File: src/sirqc_pkg.sv
// Shared constants, types and decoders of the serial interrupt stream controller
package sirqc_pkg;

	localparam int unsigned ADDR_W    = 14;
	localparam int unsigned IRQ_LINES = 16;
	localparam int unsigned SLOT_W    = 5;

	// Register indices; byte address is four times the index
	localparam logic [11:0] IDX_MODE     = 12'h0E0;
	localparam logic [11:0] IDX_TRIG     = 12'h0E2;
	localparam logic [11:0] IDX_STAT     = 12'h0E4;
	localparam logic [11:0] IDX_EVT_STAT = 12'h0F0;
	localparam logic [11:0] IDX_EVT_EN   = 12'h0F1;
	localparam logic [11:0] IDX_EVT_CLR  = 12'h0F2;

	// One-hot select positions
	localparam int unsigned SEL_MODE = 0;
	localparam int unsigned SEL_TRIG = 1;
	localparam int unsigned SEL_STAT = 2;
	localparam int unsigned SEL_EVTS = 3;
	localparam int unsigned SEL_EVTE = 4;
	localparam int unsigned SEL_EVTC = 5;
	localparam int unsigned SEL_N    = 6;

	// Mode control fields
	localparam int unsigned MODE_DRIVE_BIT = 0;
	localparam int unsigned MODE_POLL_BIT  = 1;
	localparam int unsigned MODE_WID_LSB   = 2;
	localparam int unsigned MODE_RSVD_LSB  = 4;
	localparam logic [7:0]  MODE_RESET     = 8'h00;
	localparam logic [15:0] LINE_RESET     = 16'h0000;

	// Frame timing in bus clocks
	localparam logic [1:0] WID_CODE_6   = 2'h1;
	localparam logic [1:0] WID_CODE_8   = 2'h2;
	localparam logic [3:0] START_CLK_4  = 4'h4;
	localparam logic [3:0] START_CLK_6  = 4'h6;
	localparam logic [3:0] START_CLK_8  = 4'h8;
	localparam logic [3:0] STOP_CLK_QT  = 4'h2;
	localparam logic [3:0] STOP_CLK_CT  = 4'h3;
	localparam logic [1:0] PH_SAMPLE    = 2'h0;
	localparam logic [1:0] PH_TURN      = 2'h2;
	localparam logic [SLOT_W-1:0] SLOT_LAST = 5'h14;

	localparam logic [1:0] RESP_OKAY   = 2'h0;
	localparam logic [1:0] RESP_SLVERR = 2'h2;

	typedef enum logic [7:0] {
		ST_IDLE  = 8'h01,
		ST_START = 8'h02,
		ST_SREC  = 8'h04,
		ST_STURN = 8'h08,
		ST_SLOT  = 8'h10,
		ST_STOP  = 8'h20,
		ST_PREC  = 8'h40,
		ST_PTURN = 8'h80
	} sirqc_state_t;

	function automatic logic [3:0] start_clocks(input logic [1:0] code);
		// Reserved code falls back to the shortest width
		return (code == WID_CODE_6) ? START_CLK_6 :
		       (code == WID_CODE_8) ? START_CLK_8 : START_CLK_4;
	endfunction : start_clocks

	function automatic logic [SEL_N-1:0] reg_sel(input logic [ADDR_W-1:0] a);
		reg_sel = '0;
		reg_sel[SEL_MODE] = (a == {IDX_MODE, 2'h0});
		reg_sel[SEL_TRIG] = (a == {IDX_TRIG, 2'h0});
		reg_sel[SEL_STAT] = (a == {IDX_STAT, 2'h0});
		reg_sel[SEL_EVTS] = (a == {IDX_EVT_STAT, 2'h0});
		reg_sel[SEL_EVTE] = (a == {IDX_EVT_EN, 2'h0});
		reg_sel[SEL_EVTC] = (a == {IDX_EVT_CLR, 2'h0});
	endfunction : reg_sel

endpackage : sirqc_pkg

File: src/sirqc_frame.sv
// Serial interrupt stream frame sequencer
`timescale 1ns/1ps
module sirqc_frame (
	input  wire logic                      clk_i,       // Bus clock
	input  wire logic                      rst_i,       // Sync reset, high
	input  wire logic [1:0]                width_i,     // Start width code
	input  wire logic                      quiet_i,     // Quiet polling
	input  wire logic                      float_i,     // Float in recovery
	input  wire logic                      sirq_i,      // Line level
	output logic                           sirq_o,      // Line drive value
	output logic                           sirq_oe_o,   // Line drive enable
	output logic                           smp_valid_o, // Slot sampled
	output logic [sirqc_pkg::SLOT_W-1:0]   smp_slot_o,  // Sampled slot
	output logic                           smp_act_o    // Slot was low
);
	import sirqc_pkg::*;

	sirqc_state_t      state_ff, nxt_state;
	logic [3:0]        cnt_ff, nxt_cnt;
	logic [1:0]        phase_ff, nxt_phase;
	logic [SLOT_W-1:0] slot_ff, nxt_slot;
	logic [3:0]        drv_cnt_ff;
	logic [3:0]        len_ff;
	logic              agent_ff;

	wire [3:0] start_len = start_clocks(width_i);
	wire [3:0] stop_len  = quiet_i ? STOP_CLK_QT : STOP_CLK_CT;
	wire       in_rec    = (state_ff == ST_SREC) || (state_ff == ST_PREC);
	wire       in_low    = (state_ff == ST_START) || (state_ff == ST_STOP);
	// Lengths latched on entry so a mid-frame mode write cannot cut a pulse
	wire       start_in  = (nxt_state == ST_START) && (state_ff != ST_START);
	wire       stop_in   = (nxt_state == ST_STOP) && (state_ff != ST_STOP);
	wire [3:0] nxt_len   = start_in ? start_len : (stop_in ? stop_len : len_ff);

	assign sirq_oe_o = in_low || (in_rec && !float_i);
	assign sirq_o    = in_rec;

	always_comb begin
		nxt_state = state_ff;
		nxt_cnt   = cnt_ff + 4'h1;
		nxt_phase = PH_SAMPLE;
		nxt_slot  = slot_ff;
		unique case (state_ff)
			ST_IDLE: begin
				nxt_cnt = 4'h0;
				if (!quiet_i) begin
					nxt_state = ST_START;
				end else if (!sirq_i) begin
					nxt_state = ST_START;
					nxt_cnt   = 4'h1;
				end
			end
			ST_START: if (cnt_ff == len_ff - 4'h1) nxt_state = ST_SREC;
			ST_SREC:  nxt_state = ST_STURN;
			ST_STURN: nxt_slot = '0;
			ST_SLOT: begin
				nxt_phase = phase_ff + 2'h1;
				nxt_cnt   = 4'h0;
				if (phase_ff == PH_TURN) begin
					nxt_phase = PH_SAMPLE;
					nxt_slot  = slot_ff + 5'h1;
					if (slot_ff == SLOT_LAST) nxt_state = ST_STOP;
				end
			end
			ST_STOP:  if (cnt_ff == len_ff - 4'h1) nxt_state = ST_PREC;
			ST_PREC:  nxt_state = ST_PTURN;
			ST_PTURN: begin
				nxt_cnt   = 4'h0;
				nxt_state = quiet_i ? ST_IDLE : ST_START;
			end
		endcase
		if (state_ff == ST_STURN) nxt_state = ST_SLOT;
	end

	always_ff @(posedge clk_i) begin
		if (rst_i) begin
			state_ff <= ST_IDLE;
			cnt_ff   <= 4'h0;
			phase_ff <= PH_SAMPLE;
			slot_ff  <= '0;
			len_ff   <= START_CLK_4;
		end else begin
			state_ff <= nxt_state;
			len_ff   <= nxt_len;
			cnt_ff   <= nxt_cnt;
			phase_ff <= nxt_phase;
			slot_ff  <= nxt_slot;
		end
	end

	// Agents drive their slot low in the sample phase
	always_ff @(posedge clk_i) begin
		if (rst_i) begin
			smp_valid_o <= 1'b0;
			smp_slot_o  <= '0;
			smp_act_o   <= 1'b0;
		end else begin
			smp_valid_o <= (state_ff == ST_SLOT) && (phase_ff == PH_SAMPLE);
			smp_slot_o  <= slot_ff;
			smp_act_o   <= !sirq_i;
		end
	end

	// Helper: length of host-driven start pulse
	always_ff @(posedge clk_i) begin
		if (rst_i) begin
			drv_cnt_ff <= 4'h0;
			agent_ff   <= 1'b0;
		end else begin
			drv_cnt_ff <= (state_ff == ST_START) ? drv_cnt_ff + 4'h1 : 4'h0;
			if (state_ff == ST_IDLE) begin
				agent_ff <= quiet_i && !sirq_i;
			end else if (state_ff == ST_PTURN) begin
				agent_ff <= 1'b0;
			end
		end
	end

	a_start_width_len: assert property (@(posedge clk_i) disable iff (rst_i)
		$rose(state_ff == ST_SREC) |-> (drv_cnt_ff + {3'h0, agent_ff}) == len_ff)
		else $error("start frame width wrong");

	a_cont_restart_now: assert property (@(posedge clk_i) disable iff (rst_i)
		(state_ff == ST_PTURN) && !quiet_i |=> sirq_oe_o && !sirq_o)
		else $error("continuous mode did not restart");

	a_quiet_stays_idle: assert property (@(posedge clk_i) disable iff (rst_i)
		(state_ff == ST_PTURN) && quiet_i |=> !sirq_oe_o && (state_ff == ST_IDLE))
		else $error("quiet mode started a frame");

	a_recovery_drive_sel: assert property (@(posedge clk_i) disable iff (rst_i)
		$rose(in_rec) |-> sirq_o && (sirq_oe_o == !float_i) ##1 !sirq_oe_o)
		else $error("recovery cycle drive wrong");

	a_slot_count_stop: assert property (@(posedge clk_i) disable iff (rst_i)
		$rose(state_ff == ST_SLOT) |-> ##62 (state_ff == ST_SLOT) ##1 (state_ff == ST_STOP))
		else $error("slot count wrong");

	a_quiet_stop_len: assert property (@(posedge clk_i) disable iff (rst_i)
		$rose(state_ff == ST_STOP) && $past(quiet_i) |-> sirq_oe_o [*2] ##1 sirq_o)
		else $error("quiet stop frame length wrong");

	c_quiet_start: cover property (@(posedge clk_i) disable iff (rst_i)
		(state_ff == ST_IDLE) && quiet_i && !sirq_i ##1 (state_ff == ST_START));

	c_cont_frame: cover property (@(posedge clk_i) disable iff (rst_i)
		(state_ff == ST_PTURN) && !quiet_i ##1 (state_ff == ST_START));

endmodule : sirqc_frame

File: src/sirqc_top.sv
// Serial interrupt stream controller with AXI4-Lite register slave
//
// Functional notes
// - Start frame lasts 4, 6 or 8 clocks for width codes 0, 1, 2.
// - Polling bit 0 runs continuous frames; 1 runs quiet, agent-started frames.
// - Recovery cycle drives high when drive bit is 0, floats when 1.
// - Upper four bits of the mode control byte always read zero.
// - Any reset clears mode, trigger type and status bits.
// - Trigger bit 0 makes a line edge triggered, 1 makes it level triggered.
// - Level line seen active in its slot sets its status bit.
// - Writing one clears a status bit and re-arms it; zero does nothing.
// - Edge-mode lines never set a status bit.
//
// Local design decision: the AXI4-Lite interface to the registers.
`timescale 1ns/1ps
module sirqc_top (
	input  wire logic                          CLOCK_I,              // Bus clock
	input  wire logic                          RESETN_I,             // Sync reset
	input  wire logic                          GLOBAL_RESET_PIN_N_I, // Global reset
	input  wire logic [sirqc_pkg::ADDR_W-1:0]  S_AXI_AWADDR,         // Write address
	input  wire logic                          S_AXI_AWVALID,        // Address valid
	output logic                               S_AXI_AWREADY,        // Address ready
	input  wire logic [31:0]                   S_AXI_WDATA,          // Write data
	input  wire logic [3:0]                    S_AXI_WSTRB,          // Byte strobes
	input  wire logic                          S_AXI_WVALID,         // Data valid
	output logic                               S_AXI_WREADY,         // Data ready
	output logic [1:0]                         S_AXI_BRESP,          // Write response
	output logic                               S_AXI_BVALID,         // Response valid
	input  wire logic                          S_AXI_BREADY,         // Response ready
	input  wire logic [sirqc_pkg::ADDR_W-1:0]  S_AXI_ARADDR,         // Read address
	input  wire logic                          S_AXI_ARVALID,        // Address valid
	output logic                               S_AXI_ARREADY,        // Address ready
	output logic [31:0]                        S_AXI_RDATA,          // Read data
	output logic [1:0]                         S_AXI_RRESP,          // Read response
	output logic                               S_AXI_RVALID,         // Read valid
	input  wire logic                          S_AXI_RREADY,         // Read ready
	input  wire logic                          SIRQ_I,               // Line level
	output logic                               SIRQ_O,               // Line drive
	output logic                               SIRQ_OE_O,            // Line enable
	output logic [sirqc_pkg::IRQ_LINES-1:0]    IRQ_FWD_O,            // Upstream pulses
	output logic                               IRQ_O                 // Interrupt
);
	import sirqc_pkg::*;

	logic rst;
	assign rst = !RESETN_I || !GLOBAL_RESET_PIN_N_I;

	// Write channel
	logic              aw_hold_ff;
	logic              w_hold_ff;
	logic              bvalid_ff;
	logic [1:0]        bresp_ff;
	logic [ADDR_W-1:0] awaddr_ff;
	logic [31:0]       wdata_ff;
	logic [3:0]        wstrb_ff;

	assign S_AXI_AWREADY = !aw_hold_ff && !bvalid_ff;
	assign S_AXI_WREADY  = !w_hold_ff && !bvalid_ff;
	assign S_AXI_BVALID  = bvalid_ff;
	assign S_AXI_BRESP   = bresp_ff;

	wire aw_take = S_AXI_AWVALID && S_AXI_AWREADY;
	wire w_take  = S_AXI_WVALID && S_AXI_WREADY;
	wire wr_fire = aw_hold_ff && w_hold_ff && !bvalid_ff;

	wire [SEL_N-1:0] wsel = reg_sel(awaddr_ff);
	wire [31:0] wmask = {{8{wstrb_ff[3]}}, {8{wstrb_ff[2]}},
	                     {8{wstrb_ff[1]}}, {8{wstrb_ff[0]}}};
	wire [31:0] wbits = wdata_ff & wmask;

	always_ff @(posedge CLOCK_I) begin
		if (rst) begin
			aw_hold_ff <= 1'b0;
			w_hold_ff  <= 1'b0;
			bvalid_ff  <= 1'b0;
			bresp_ff   <= RESP_OKAY;
			awaddr_ff  <= '0;
			wdata_ff   <= 32'h0;
			wstrb_ff   <= 4'h0;
		end else begin
			if (aw_take) awaddr_ff <= S_AXI_AWADDR;
			if (w_take) wdata_ff <= S_AXI_WDATA;
			if (w_take) wstrb_ff <= S_AXI_WSTRB;
			aw_hold_ff <= aw_take || (aw_hold_ff && !wr_fire);
			w_hold_ff  <= w_take || (w_hold_ff && !wr_fire);
			bvalid_ff  <= wr_fire || (bvalid_ff && !S_AXI_BREADY);
			if (wr_fire) bresp_ff <= (|wsel) ? RESP_OKAY : RESP_SLVERR;
		end
	end

	// Register file
	logic [3:0]           mode_ff;
	logic [IRQ_LINES-1:0] trig_ff;
	logic [IRQ_LINES-1:0] stat_ff;
	logic [IRQ_LINES-1:0] prev_act_ff;
	logic [IRQ_LINES-1:0] evt_ff;
	logic [IRQ_LINES-1:0] evt_en_ff;
	logic [IRQ_LINES-1:0] fwd_ff;

	wire we_mode = wr_fire && wsel[SEL_MODE];
	wire we_trig = wr_fire && wsel[SEL_TRIG];
	wire we_stat = wr_fire && wsel[SEL_STAT];
	wire we_evte = wr_fire && wsel[SEL_EVTE];
	wire we_evtc = wr_fire && wsel[SEL_EVTC];

	wire [3:0] nxt_mode = (mode_ff & ~wmask[3:0]) | wbits[3:0];
	wire [IRQ_LINES-1:0] nxt_trig = (trig_ff & ~wmask[15:0]) | wbits[15:0];
	wire [IRQ_LINES-1:0] nxt_evt_en = (evt_en_ff & ~wmask[15:0]) | wbits[15:0];
	wire [IRQ_LINES-1:0] clr_stat = we_stat ? wbits[15:0] : LINE_RESET;
	wire [IRQ_LINES-1:0] clr_evt  = we_evtc ? wbits[15:0] : LINE_RESET;

	// Frame sequencer
	logic              smp_valid;
	logic [SLOT_W-1:0] smp_slot;
	logic              smp_act;

	sirqc_frame u_frame (
		.clk_i       (CLOCK_I),
		.rst_i       (rst),
		.width_i     (mode_ff[MODE_WID_LSB +: 2]),
		.quiet_i     (mode_ff[MODE_POLL_BIT]),
		.float_i     (mode_ff[MODE_DRIVE_BIT]),
		.sirq_i      (SIRQ_I),
		.sirq_o      (SIRQ_O),
		.sirq_oe_o   (SIRQ_OE_O),
		.smp_valid_o (smp_valid),
		.smp_slot_o  (smp_slot),
		.smp_act_o   (smp_act)
	);

	// Per-line trigger handling
	logic [IRQ_LINES-1:0] lvl_hit;
	logic [IRQ_LINES-1:0] edge_hit;
	logic [IRQ_LINES-1:0] line_smp;

	genvar gi;
	generate
		for (gi = 0; gi < IRQ_LINES; gi++) begin : g_line
			assign line_smp[gi] = smp_valid && (smp_slot == SLOT_W'(gi));
			assign lvl_hit[gi]  = line_smp[gi] && smp_act && trig_ff[gi];
			assign edge_hit[gi] = line_smp[gi] && smp_act && !prev_act_ff[gi]
			                      && !trig_ff[gi];
		end
	endgenerate

	// Set wins over a same-cycle clear
	wire [IRQ_LINES-1:0] nxt_stat = (stat_ff & ~clr_stat) | lvl_hit;
	wire [IRQ_LINES-1:0] nxt_fwd  = edge_hit | (lvl_hit & ~stat_ff);
	wire [IRQ_LINES-1:0] nxt_evt  = (evt_ff & ~clr_evt) | nxt_fwd;

	always_ff @(posedge CLOCK_I) begin
		if (rst) begin
			mode_ff     <= MODE_RESET[3:0];
			trig_ff     <= LINE_RESET;
			stat_ff     <= LINE_RESET;
			prev_act_ff <= LINE_RESET;
			evt_ff      <= LINE_RESET;
			evt_en_ff   <= LINE_RESET;
			fwd_ff      <= LINE_RESET;
		end else begin
			if (we_mode) mode_ff <= nxt_mode;
			if (we_trig) trig_ff <= nxt_trig;
			if (we_evte) evt_en_ff <= nxt_evt_en;
			stat_ff <= nxt_stat;
			evt_ff  <= nxt_evt;
			fwd_ff  <= nxt_fwd;
			prev_act_ff <= (prev_act_ff & ~line_smp) | (line_smp & {IRQ_LINES{smp_act}});
		end
	end

	assign IRQ_FWD_O = fwd_ff;
	assign IRQ_O     = |(evt_ff & evt_en_ff);

	// Read channel
	logic              rvalid_ff;
	logic [1:0]        rresp_ff;
	logic [31:0]       rdata_ff;
	logic              rd_mode_ff;

	assign S_AXI_ARREADY = !rvalid_ff;
	assign S_AXI_RVALID  = rvalid_ff;
	assign S_AXI_RDATA   = rdata_ff;
	assign S_AXI_RRESP   = rresp_ff;

	wire ar_take = S_AXI_ARVALID && S_AXI_ARREADY;
	wire [SEL_N-1:0] rsel = reg_sel(S_AXI_ARADDR);
	wire [31:0] rd_mode = {28'h0, mode_ff};
	wire [31:0] rd_trig = {16'h0, trig_ff};
	wire [31:0] rd_stat = {16'h0, stat_ff};
	wire [31:0] rd_evts = {16'h0, evt_ff};
	wire [31:0] rd_evte = {16'h0, evt_en_ff};
	wire [31:0] rd_word = ({32{rsel[SEL_MODE]}} & rd_mode)
	                    | ({32{rsel[SEL_TRIG]}} & rd_trig)
	                    | ({32{rsel[SEL_STAT]}} & rd_stat)
	                    | ({32{rsel[SEL_EVTS]}} & rd_evts)
	                    | ({32{rsel[SEL_EVTE]}} & rd_evte);
	wire rd_ok = |rsel;

	always_ff @(posedge CLOCK_I) begin
		if (rst) begin
			rvalid_ff  <= 1'b0;
			rresp_ff   <= RESP_OKAY;
			rdata_ff   <= 32'h0;
			rd_mode_ff <= 1'b0;
		end else begin
			rvalid_ff <= ar_take || (rvalid_ff && !S_AXI_RREADY);
			if (ar_take) begin
				rdata_ff   <= rd_word;
				rresp_ff   <= rd_ok ? RESP_OKAY : RESP_SLVERR;
				rd_mode_ff <= rsel[SEL_MODE];
			end
		end
	end

	// Checks
	a_mode_rsvd_zero: assert property (@(posedge CLOCK_I) disable iff (rst)
		S_AXI_RVALID && rd_mode_ff |-> S_AXI_RDATA[31:MODE_RSVD_LSB] == 28'h0)
		else $error("mode reserved bits read nonzero");

	a_reset_clears_all: assert property (@(posedge CLOCK_I) disable iff (rst)
		$past(rst) |-> mode_ff == 4'h0 && trig_ff == LINE_RESET && stat_ff == LINE_RESET)
		else $error("reset left state bits set");

	a_edge_fwd_pulse: assert property (@(posedge CLOCK_I) disable iff (rst)
		|edge_hit |=> (IRQ_FWD_O & $past(edge_hit)) == $past(edge_hit)
		&& (stat_ff & $past(edge_hit)) == (stat_ff & $past(edge_hit) & $past(stat_ff)))
		else $error("edge line not forwarded");

	a_level_sets_stat: assert property (@(posedge CLOCK_I) disable iff (rst)
		|lvl_hit |=> (stat_ff & $past(lvl_hit)) == $past(lvl_hit))
		else $error("level line did not latch");

	a_w1c_clears_stat: assert property (@(posedge CLOCK_I) disable iff (rst)
		(|clr_stat) && (clr_stat & lvl_hit) == LINE_RESET
		|=> (stat_ff & $past(clr_stat)) == LINE_RESET)
		else $error("write one did not clear status");

	a_w0_keeps_stat: assert property (@(posedge CLOCK_I) disable iff (rst)
		we_stat |=> (stat_ff & ~$past(clr_stat)) == ($past(stat_ff) & ~$past(clr_stat))
		|| (|$past(lvl_hit)))
		else $error("write zero changed status");

	a_edge_never_stat: assert property (@(posedge CLOCK_I) disable iff (rst)
		(stat_ff & ~$past(stat_ff) & ~$past(trig_ff)) == LINE_RESET)
		else $error("edge line set status");

	a_level_fwd_once: assert property (@(posedge CLOCK_I) disable iff (rst)
		|(lvl_hit & ~stat_ff) |=> |IRQ_FWD_O ##1 (IRQ_FWD_O & $past(stat_ff)) == '0
		|| (|$past(edge_hit)) || (|$past(lvl_hit)))
		else $error("level interrupt not forwarded");

	c_level_latch: cover property (@(posedge CLOCK_I) disable iff (rst)
		|lvl_hit ##1 |stat_ff);

	c_stat_rearm: cover property (@(posedge CLOCK_I) disable iff (rst)
		|(stat_ff & clr_stat) ##[1:200] |lvl_hit);

	c_edge_irq: cover property (@(posedge CLOCK_I) disable iff (rst)
		|edge_hit ##1 IRQ_O);

endmodule : sirqc_top

File: config.mk
export PLATFORM = sky130hd
export DESIGN_NAME = sirqc_top
export DESIGN_NICKNAME = d
export VERILOG_FILES = /design/src/sirqc_pkg.sv /design/src/sirqc_frame.sv /design/src/sirqc_top.sv
export SDC_FILE = /design/constraint.sdc
export NUM_CORES = 1
export LEC_CHECK = 0
export ABC_AREA = 1
export ABC_CLOCK_PERIOD_IN_PS = 2400
export BUFFER_PORTS_ARGS = -buffer_cell sky130_fd_sc_hd__buf_4
export CAP_MARGIN = 20
export CORE_MARGIN = 2
export CORE_UTILIZATION = 45
export DETAILED_ROUTE_END_ITERATION = 7
export PLACE_DENSITY = 0.78
export SLEW_MARGIN = 20
export SYNTH_ARGS = -nofsm -noshare
export SYNTH_HDL_FRONTEND = slang
export SYNTH_SLANG_ARGS = --single-unit
File: constraint.sdc
create_clock -name CLOCK_I -period 2.4 [get_ports CLOCK_I]
set_clock_uncertainty 0.05 [all_clocks]
set_input_delay 0.36 -clock CLOCK_I [delete_from_list [all_inputs] [get_ports CLOCK_I]]
set_output_delay 0.36 -clock CLOCK_I [all_outputs]
set_load 0.005 [all_outputs]
==> flow_summary.ini, run 1 <==
[outcome]
status = complete, no violations

[cts]
cts_tree = yes
root_buffer = clkbuf_16
cts_setup_buffers = 0
clock-sinks = 184
clk_pin_slew_ns = 0.06
cts_resized = 0
ctsHoldBuffers = 0
clk_latency_ns = 0.44
cts_buffers = 17
cts_buffer_depth = 2
cts_max_level = 4

[hold_path]
min_path_type = primary input to flop

[yosys]
synthDistinctLibCells = 40
muxShareOfSynthArea_pct = 1.70
synth-adder-area-share_pct = 0.909
yosys-top-cells-area = dfxtp_1 (45%), nand2_1 (9.0%), nor2_1 (7.3%)
synth_top_family_by_area = simple AND/OR/NAND/NOR gates
synth_compound_gate_area_share_pct = 17.2
syn_avg_cell_area_um2 = 7.19
yosysTopAreaCell = dfxtp_1
yosys_register_bits = 184
synth_area_um2 = 8260
ys_seq_area_share_pct = 44.6
yosys.area_share.xor_xnor_pct = 0.212
synthCells = 1149
synth_top_area_share_pct = 44.6
yosysWarnings = 0
synthSimpleGateAreaFrac_pct = 25.5

[drt]
drt_iter0_markers = 595
vias = 7848
wl_um = 21300
ant_nets = 0
avgViaCountPerCell = 5.30
drc = 0
drt_pass1_iterations = 5
wire_per_inst_um = 14.4

[power]
ir_worst_vdd_uv = 574
leakagePower_nw = 3.92
powerDensity_nw_per_um2 = 738

[finish]
fin_cells = 1480
drive_above_1_share_pct = 13.7
layout_commonest_cell = nand2_1
antenna_cells = 0
final_cell_mix = nand2_1 (197), dfxtp_1 (184), nor2_1 (161), inv_1 (122), buf_4 (114)
final_area_um2 = 9780
multi_input_area_um2 = 3840
areaGrowthSynthToFinish_pct = 18.3
fill_cells = 1688
seqCellArea_um2 = 3680
nets = 1317

[critical_path]
crit_path_start_kind = flop
cp_data_arrival_time_ns = 1.82
critPathSlowestCell = dfxtp_1
crit_fanout = 4
worst_setup_path_end_kind = primary output
worstSetupPathType = flop to primary output
crit_required_ns = 1.99
crit_chain = inv_1 -> nand2_1 -> nor2_1 -> nand2_1 -> nand2_1 -> nor2_2 -> a31oi_1 -> buf_4
cpMostUsedCell = nand2_1
max_stage_delay_ns = 0.32
path_delay_family = simple AND/OR/NAND/NOR gates
worst-path-buf-inv = 2

[sta]
min_period_over_period_pct = 93.1
finalHoldViolCount = 0
grt_setup_unrepaired = no
setup_slack_ns = 0.166
setup_viol = 0
fin_crit_ns = 2.23
maxSlewHeadroom_pct = 40.7
slew_viol_final = 0
tns_ns = 0
max_freq_mhz = 448
worst_slew_pin_slew_ns = 0.890

[placement]
pre_cts_ws_ns = 0.421
placed_cells = 1448
gp_congestion = 0.879
placedInstanceArea_um2 = 9160
dp_hpwl_um = 14600
portBuffers = 96

[run]
maxCapViolCount = 0

[grt]
grt_max_degree = 78
grt-ovfl-total = 0
antenna_found_initial = 0
grt.total_usage_pct = 21.9
grt_pass1_vias = 7248
grt_pass1_wl_um = 34900

[floorplanning]
coreArea_um2 = 18000
dieArea_um2 = 19500
rows = 49
die_h_um = 139
start_util_pct = 46.0
die_w_um = 139
io-pin-count = 133
==> worst reg2reg max path, stage by stage, from the launching register on <==
cell and delay [ns]:
dfxtp_1 0.32, nor2_1 0.13, nand4_2 0.18, nor2_2 0.21
nand3_2 0.45, o211ai_1 0.37, o21ai_1 0.10
==> metal layers <==
layer / GRT usage [%] / part of all wire, % / vias up / wire [um]
li1: - / - / 3923 / -
met1: 29.7 / 44 / 3565 / 9440
met2: 35.0 / 45 / 325 / 9630
met3: 4.47 / 8.8 / 35 / 1880
met4: 7.02 / 1.5 / 0 / 328
met5: 0 / 0 / - / 0
==> synth_stat cells <==
| library cell | instances |
|---|---|
| o21a_1 | 1 |
| nor2_8 | 1 |
| nor2_1 | 161 |
| o21ai_0 | 110 |
| buf_6 | 2 |
| nor2_2 | 9 |
| buf_2 | 11 |
| a211oi_1 | 12 |
| a21oi_1 | 81 |
| ha_1 | 6 |
| buf_4 | 18 |
| o21ai_1 | 32 |
| nand3_1 | 79 |
| a31oi_1 | 1 |
| conb_1 | 1 |
| inv_2 | 2 |
| nor3b_1 | 1 |
| nand3b_1 | 1 |
| buf_1 | 2 |
| nand2_4 | 1 |
| a22o_1 | 3 |
| nand4_2 | 1 |
| nor2_4 | 1 |
| nand3b_2 | 1 |
| o22ai_1 | 3 |
| a32o_1 | 1 |
| dfxtp_1 | 184 |
| nand2_1 | 198 |
| nor3_1 | 11 |
| o211ai_1 | 18 |
| o31ai_1 | 2 |
| clkbuf_1 | 29 |
| nand4_1 | 16 |
| xor2_1 | 2 |
| nand3_2 | 4 |
| inv_1 | 123 |
| mux2i_1 | 14 |
| clkinv_1 | 2 |
| nor3_4 | 1 |
| nand2_2 | 3 |
==> area by class of cell <==
type,count,area share [%]
Multi-Input combinational cell,793,39.3
Sequential cell,184,37.7
Timing Repair Buffer,115,8.96
Inverter,127,4.88
Clock buffer,18,4.39
Tap cell,229,2.93
Clock inverter,14,1.89
==> kinds of logic after synthesis <==
| group | count (synthesis) |
|---|---|
| AOI/OAI and AO/OA | 264 |
| xor gates and xnor gates | 2 |
| adders and majority gates | 6 |
| buffers and inverters | 189 |
| DFF | 184 |
| muxes | 14 |
| other | 1 |
| and+or+nand+nor | 489 |
==> stage by stage <==
step | hold WS, ns | power [mW] | util [%]
floorplan | 0.342 | 4.06 | -
global placement | 0.351 | 4.31 | 51.0
detailed placement | 0.356 | 4.34 | 51.0
CTS | 0.0641 | 7.23 | 54.4
global route | 0.0789 | 7.53 | 54.4
finish | 0.0731 | 7.21 | 54.4
==> final timing paths <==
| kind | start | cells past startpoint | to | slack (ns) |
|---|---|---|---|---|
| setup / recovery | u_frame.state_ff[1] | 8 | SIRQ_OE_O | 0.17 |
| hold / removal | SIRQ_I | 2 | u_frame.smp_act_o | 0.07 |
| setup reg to reg | awaddr_ff[13] | 6 | evt_ff[11] | 0.47 |
| hold reg to reg | u_frame.phase_ff[0] | 1 | u_frame.phase_ff[0] | 0.36 |
==> report_power, final <==
part | leakage, nW | internal (mW) | switching [mW]
clock network | 0.296 | 1.67 | 1.26
registers | 1.49 | 3.15 | 0.0813
logic | 2.14 | 0.372 | 0.684
(Power assumes the default switching activity.)
==> run 2, diff against run 1 <==
--- a/config.mk
+++ b/config.mk
@@ -5,14 +5,13 @@
 export SDC_FILE = /design/constraint.sdc
 export NUM_CORES = 1
 export LEC_CHECK = 0
-export ABC_AREA = 1
 export ABC_CLOCK_PERIOD_IN_PS = 2400
 export BUFFER_PORTS_ARGS = -buffer_cell sky130_fd_sc_hd__buf_4
 export CAP_MARGIN = 20
 export CORE_MARGIN = 2
 export CORE_UTILIZATION = 45
 export DETAILED_ROUTE_END_ITERATION = 7
-export PLACE_DENSITY = 0.78
+export PLACE_DENSITY = 0.66
 export SLEW_MARGIN = 20
 export SYNTH_ARGS = -nofsm -noshare
 export SYNTH_HDL_FRONTEND = slang
==> run 2 against run 1 <==
- clock-buffer cell count grew 4
- sequential power decreased by 3%
- core utilization grew 1.8 points
- largest cell class unchanged
- cell count decreased by 15%
- worst setup slack worse by 0.066 ns
- area after synthesis down 4.6%
- highest routed layer unchanged
- synthesized cell count decreased by 21%
- sequential share of layout area up 0.40 points
- first-iteration DRC count is 10% lower
- critical endpoint unchanged
- fmax is 2.9% lower
- die area down 4.5%
==> flow_summary.ini, run 2 <==
[critical_path]
worst-path-buf-inv = 2
reg2reg_slack_ns = 0.11
crit_fanout = 2
r2r_start = awaddr_ff[0]
crit_chain = or4_4 -> nor4_4 -> buf_4 -> a21o_1 -> buf_4
cp_data_arrival_time_ns = 1.89
cpMostUsedCell = buf_4
reg2reg_to = evt_ff[8]
crit_path_start_kind = flop
max_stage_delay_ns = 0.55
path_delay_family = simple AND/OR/NAND/NOR gates
critPathSlowestCell = or4_4
crit_required_ns = 1.99
worst_setup_path_end_kind = primary output
reg2reg_depth = 6
worstSetupPathType = flop to primary output

[yosys]
yosysTopAreaCell = dfxtp_1
synth_most_common_cell = dfxtp_1
synth-edff-count = 0
yosys_register_bits = 184
yosys-top-cells-area = dfxtp_1 (47%), mux2i_1 (6.4%), nand2_1 (6.0%)
syn_avg_cell_area_um2 = 8.71
ys_seq_area_share_pct = 46.7
synth_ff_type = dfxtp_1
synthCells = 905
yosysWarnings = 0
synthDistinctLibCells = 54
synth_area_um2 = 7880
yosys-top-cells-count = dfxtp_1 (184), nand2_1 (125), nor2_1 (79)
synth_top_area_share_pct = 46.7
synthArstFlopShare_pct = 0

[grt]
grt.total_usage_pct = 24.0
antenna_found_initial = 0
grt_max_degree = 51
grt_pass1_wl_um = 34200
grt-ovfl-total = 0
grt_pass1_vias = 6498

[finish]
areaGrowthSynthToFinish_pct = 23.0
antenna_cells = 0
fill_cells = 1596
layout_commonest_cell = dfxtp_1
fin_cells = 1260
final_cell_mix = dfxtp_1 (181), buf_4 (142), nand2_1 (124), nor2_1 (79), a21oi_1 (74)
drive_above_1_share_pct = 21.1
seqCellArea_um2 = 3690
final_area_um2 = 9700
multi_input_area_um2 = 3880
nets = 1102

[drt]
avgViaCountPerCell = 5.49
wl_um = 21600
drc = 0
drt_pass1_iterations = 5
wire_per_inst_um = 17.1
drt_iter0_markers = 533
vias = 6917
ant_nets = 0

[floorplanning]
dieArea_um2 = 18600
start_util_pct = 45.7
rows = 48
coreArea_um2 = 17200
io-pin-count = 133
die_w_um = 136
die_h_um = 136

[sta]
max_freq_mhz = 435
setup_viol = 0
fin_crit_ns = 2.30
slew_viol_final = 0
finalHoldViolCount = 0
worst_slew_pin_slew_ns = 0.882
maxSlewHeadroom_pct = 39.7
grt_setup_unrepaired = no
min_period_over_period_pct = 95.8
holdWs_ns = 0.0906

[cts]
clock-sinks = 184
clk_latency_ns = 0.43
cts_buffer_depth = 2
clk_pin_slew_ns = 0.06
cts_tree = yes
cts_buffers = 17
root_buffer = clkbuf_16
cts_max_level = 4
ctsHoldBuffers = 0

[power]
p_clk_share_pct = 45.2
p_comb_share_pct = 5.4
switching_share_pct = 21.8
seq_power_share_pct = 49.5
ir_worst_vdd_uv = 524
powerDensity_nw_per_um2 = 652
leakagePower_nw = 3.65
power.switching_mw = 1.38
internal-power_mw = 4.94

[hold_path]
whs_endpoint = u_frame.smp_act_o
min_from = SIRQ_I
min_path_type = primary input to flop
holdPathStages = 2

[run]
maxCapViolCount = 0

[placement]
dp_hpwl_um = 15200
placed_cells = 1225
portBuffers = 96
placedInstanceArea_um2 = 9020
gp_congestion = 0.880

[outcome]
status = complete, no violations
## run 2: cell count changes in the layout (fill, tap and decap cells not counted), sizes merged, moves of 13 or more
| cell | previous run | this run |
|---|---|---|
| a22oi | 0 | 30 |
| a31o | 0 | 16 |
| a31oi | 1 | 14 |
| buf | 115 | 145 |
| inv | 131 | 32 |
| mux2i | 14 | 50 |
| nand2 | 202 | 125 |
| nand3 | 83 | 29 |
| nor2 | 172 | 81 |
| nor2b | 0 | 18 |
| o211ai | 18 | 1 |
| o21ai | 142 | 43 |
## run 2: kinds of logic (layout without fill, tap and decap cells)
family / Yosys count / after routing / share of synthesized area [%]
multiplexers: 56 / 56 / 7.21
flip-flops: 184 / 184 / 46.7
other: 1 / 18 / 0.0476
AND/OR/NAND/NOR: 341 / 341 / 21.4
AO/OA/AOI/OAI: 210 / 210 / 16.8
buffers and inverters: 95 / 208 / 5.49
XOR/XNOR: 12 / 12 / 1.33
adder cells (fa/ha/maj): 6 / 6 / 0.953
## run 2: power by group through the flow
stage / clock network, mW / logic, mW / registers, mW
final: 2.85 / 0.339 / 3.13
after global routing: 3.01 / 0.380 / 3.13
after CTS: 2.89 / 0.338 / 3.13
after detailed placement: 0 / 0.334 / 3.20
after global placement: 0 / 0.331 / 3.20
after floorplan: 0 / 0.201 / 3.18
## run 2: worst register-to-register path, stage by stage, from the launching register on
cell and delay [ns]:
dfxtp_1 0.31, or4b_4 0.56, or4b_4 0.57, nor3_2 0.13
buf_4 0.22, nand2_1 0.09, a31o_2 0.25
## run 2: worst max-delay path by stage
stage                      end  cells past startpoint                start
finish               SIRQ_OE_O                      5  u_frame.state_ff[3]
global route        evt_ff[15]                      6         awaddr_ff[0]
CTS                  SIRQ_OE_O                      5  u_frame.state_ff[3]
detailed placement   evt_ff[3]                      6         awaddr_ff[0]
global placement     evt_ff[3]                      6         awaddr_ff[0]
floorplan                 flop                      6         awaddr_ff[0]
## run 2: area by class of cell
cell class / instances / area share [%]
Sequential cell: 184 / 38.1
Clock inverter: 9 / 1.26
Timing Repair Buffer: 145 / 11.6
Clock buffer: 22 / 4.89
Tap cell: 225 / 2.90
Multi-Input combinational cell: 643 / 40.0
Inverter: 32 / 1.24
## run 2: repair_timing
item	CTS	global route
setup buffers	4	0
resized for setup	9	2
pin swaps	2	1
setup endpoints to repair	1	1
## run 2: routing by layer
| metal | routed length, um | GRT usage (%) | up-vias |
|---|---|---|---|
| li1 | - | - | 3412 |
| met1 | 9950 | 32.8 | 3252 |
| met2 | 9880 | 37.9 | 226 |
| met3 | 1410 | 4.66 | 27 |
| met4 | 331 | 8.16 | 0 |
| met5 | 0 | 0 | - |
## run 2: metrics by stage
stage / total power [mW] / util (%) / setup slack (ns) / setup TNS, ns
detailed placement: 3.53 / 52.3 / 0.123 / 0
floorplan: 3.38 / - / 0.111 / 0
finish: 6.32 / 56.3 / 0.0999 / 0
global route: 6.52 / 56.3 / 0.0147 / 0
global placement: 3.53 / 52.3 / 0.151 / 0
CTS: 6.36 / 56.2 / -0.00949 / -0.00949
==> run 3, diff against run 2 <==
--- a/config.mk
+++ b/config.mk
@@ -5,7 +5,7 @@
 export SDC_FILE = /design/constraint.sdc
 export NUM_CORES = 1
 export LEC_CHECK = 0
-export ABC_CLOCK_PERIOD_IN_PS = 2400
+export ABC_CLOCK_PERIOD_IN_PS = 2500
 export BUFFER_PORTS_ARGS = -buffer_cell sky130_fd_sc_hd__buf_4
 export CAP_MARGIN = 20
 export CORE_MARGIN = 2
==> constraint.sdc (replaced) <==
create_clock -name CLOCK_I -period 2.5 [get_ports CLOCK_I]
set_clock_uncertainty 0.05 [all_clocks]
set_input_delay 0.375 -clock CLOCK_I [delete_from_list [all_inputs] [get_ports CLOCK_I]]
set_output_delay 0.375 -clock CLOCK_I [all_outputs]
set_load 0.005 [all_outputs]
==> run 3 against run 2 <==
- clock power is 2% lower
- combinational power fell by 6.2%
- design area shrank 0.84%
- critical path depth unchanged
- via count shrank 0.43%
- die area unchanged
- sequential share of layout area grew 0.23 points
- worst setup slack improved by 0.056 ns
- global-route usage down 0.41 points
- sequential power decreased by 4%
- non-clock buffer count shrank 8
- register-to-register slack improved by 0.07 ns
- largest power group unchanged
- highest routed layer unchanged
==> flow_summary.ini, run 3 (synthesis gave the netlist of run 2 again) <==
[outcome]
status = complete, no violations

[critical_path]
cp_data_arrival_time_ns = 1.92
path_delay_family = simple AND/OR/NAND/NOR gates
crit_path_start_kind = flop
worstSetupPathType = flop to primary output
crit_required_ns = 2.08
cpMostUsedCell = buf_4
max_stage_delay_ns = 0.59
critPathSlowestCell = or4_4
crit_fanout = 8
crit_chain = or4_4 -> nor4_4 -> buf_4 -> a21o_1 -> buf_4
worst-path-buf-inv = 2
worst_setup_path_end_kind = primary output

[finish]
drive_above_1_share_pct = 20.2
areaGrowthSynthToFinish_pct = 22.0
antenna_cells = 0
final_cell_mix = dfxtp_1 (184), buf_4 (135), nand2_1 (124), nor2_1 (79), a21oi_1 (74)
nets = 1094
final_util_pct = 55.8
layout_commonest_cell = dfxtp_1
final_area_um2 = 9610

[floorplanning]
start_util_pct = 45.7
io-pin-count = 133
die_h_um = 136
rows = 48
coreArea_um2 = 17200
die_w_um = 136
dieArea_um2 = 18600

[power]
power.switching_mw = 1.38
switching_share_pct = 22.7
leakagePower_nw = 3.60
powerDensity_nw_per_um2 = 634
internal-power_mw = 4.72
ir_worst_vdd_uv = 498
seq_power_share_pct = 49.3
p_clk_share_pct = 45.5
p_comb_share_pct = 5.2

[drt]
vias = 6887
ant_nets = 0
drt_iter0_markers = 610
drt_pass1_iterations = 6
wire_per_inst_um = 17.1
wl_um = 21500
drc = 0
avgViaCountPerCell = 5.50

[sta]
worst_slew_pin_slew_ns = 0.971
finalHoldViolCount = 0
maxSlewHeadroom_pct = 33.6
grt_setup_unrepaired = no
max_freq_mhz = 427
min_period_over_period_pct = 93.7
slew_viol_final = 0
holdWs_ns = 0.0962
setup_viol = 0
fin_crit_ns = 2.34
tns_ns = 0

[cts]
cts_buffers = 17
clock-sinks = 184
cts_resized = 0
cts_max_level = 4
clk_latency_ns = 0.44
clk_pin_slew_ns = 0.07
cts_buffer_depth = 2
cts_tree = yes
root_buffer = clkbuf_16
ctsHoldBuffers = 0
cts_setup_buffers = 0

[placement]
dp_hpwl_um = 15000
placedInstanceArea_um2 = 8980
gp_congestion = 0.843
portBuffers = 96

[grt]
grt-ovfl-total = 0
grt_max_degree = 60
grt_pass1_vias = 6304
grt_pass1_wl_um = 33700
grt.total_usage_pct = 23.6
antenna_found_initial = 0

[hold_path]
min_path_type = primary input to flop

[run]
maxCapViolCount = 0
## run 3: cell count changes in the layout (fill, tap and decap cells not counted), moves of 2 or more
cell / change
buf_4: -7
clkinv_2: -4
dfxtp_1: +3
clkbuf_8: +2
clkinv_4: +2
clkinvlp_4: +2
dfxtp_4: -2
## run 3: through the flow
| step | setup WS, ns | total power [mW] | instances |
|---|---|---|---|
| floorplan | 0.211 | 3.24 | 922 |
| global placement | 0.232 | 3.38 | 1221 |
| detailed placement | 0.185 | 3.39 | 1221 |
| CTS | 0.0148 | 6.12 | 1253 |
| global route | 0.0391 | 6.28 | 1253 |
| finish | 0.156 | 6.10 | 1253 |
## run 3: metal layers
metal | track usage, % | up-vias | part of all wire (%)
met5 | 0 | - | 0
met4 | 7.70 | 0 | 2.1
met3 | 4.74 | 42 | 6.4
met2 | 36.8 | 245 | 45
met1 | 32.7 | 3199 | 46
li1 | - | 3401 | -
## run 3: worst reg2reg max path, stage by stage (launching register included)
cell and delay (ns):
dfxtp_1 0.31, or4b_4 0.56, or4b_4 0.57, nor3_4 0.19, buf_4 0.24, mux2i_1 0.20, nor2_1 0.06
## run 3: final timing paths
check                      startpoint                   to  slack (ns)  cells after the start
setup reg to reg         awaddr_ff[0]                 flop        0.18                      6
hold reg to reg   u_frame.phase_ff[0]  u_frame.phase_ff[0]        0.37                      1
setup / recovery  u_frame.state_ff[2]            SIRQ_OE_O        0.16                      5
hold / removal                 SIRQ_I    u_frame.smp_act_o         0.1                      2
## run 3: power by group through the flow
stage	Combinational, mW	Clock [mW]	Sequential, mW
2_1_floorplan	0.193	0	3.05
3_3_place_gp	0.312	0	3.07
3_5_place_dp	0.315	0	3.07
4_1_cts	0.316	2.80	3.00
5_1_grt	0.353	2.91	3.01
6_report	0.318	2.78	3.01
## run 3: layout make-up
type	instances	area, um^2
fillers	1628	7620
multi-input cells	643	3860
flip-flops and latches	184	3680
well taps	225	282
clock buffers	23	498
clock inverters	9	114
inverters	32	120
repair buffers	137	1050
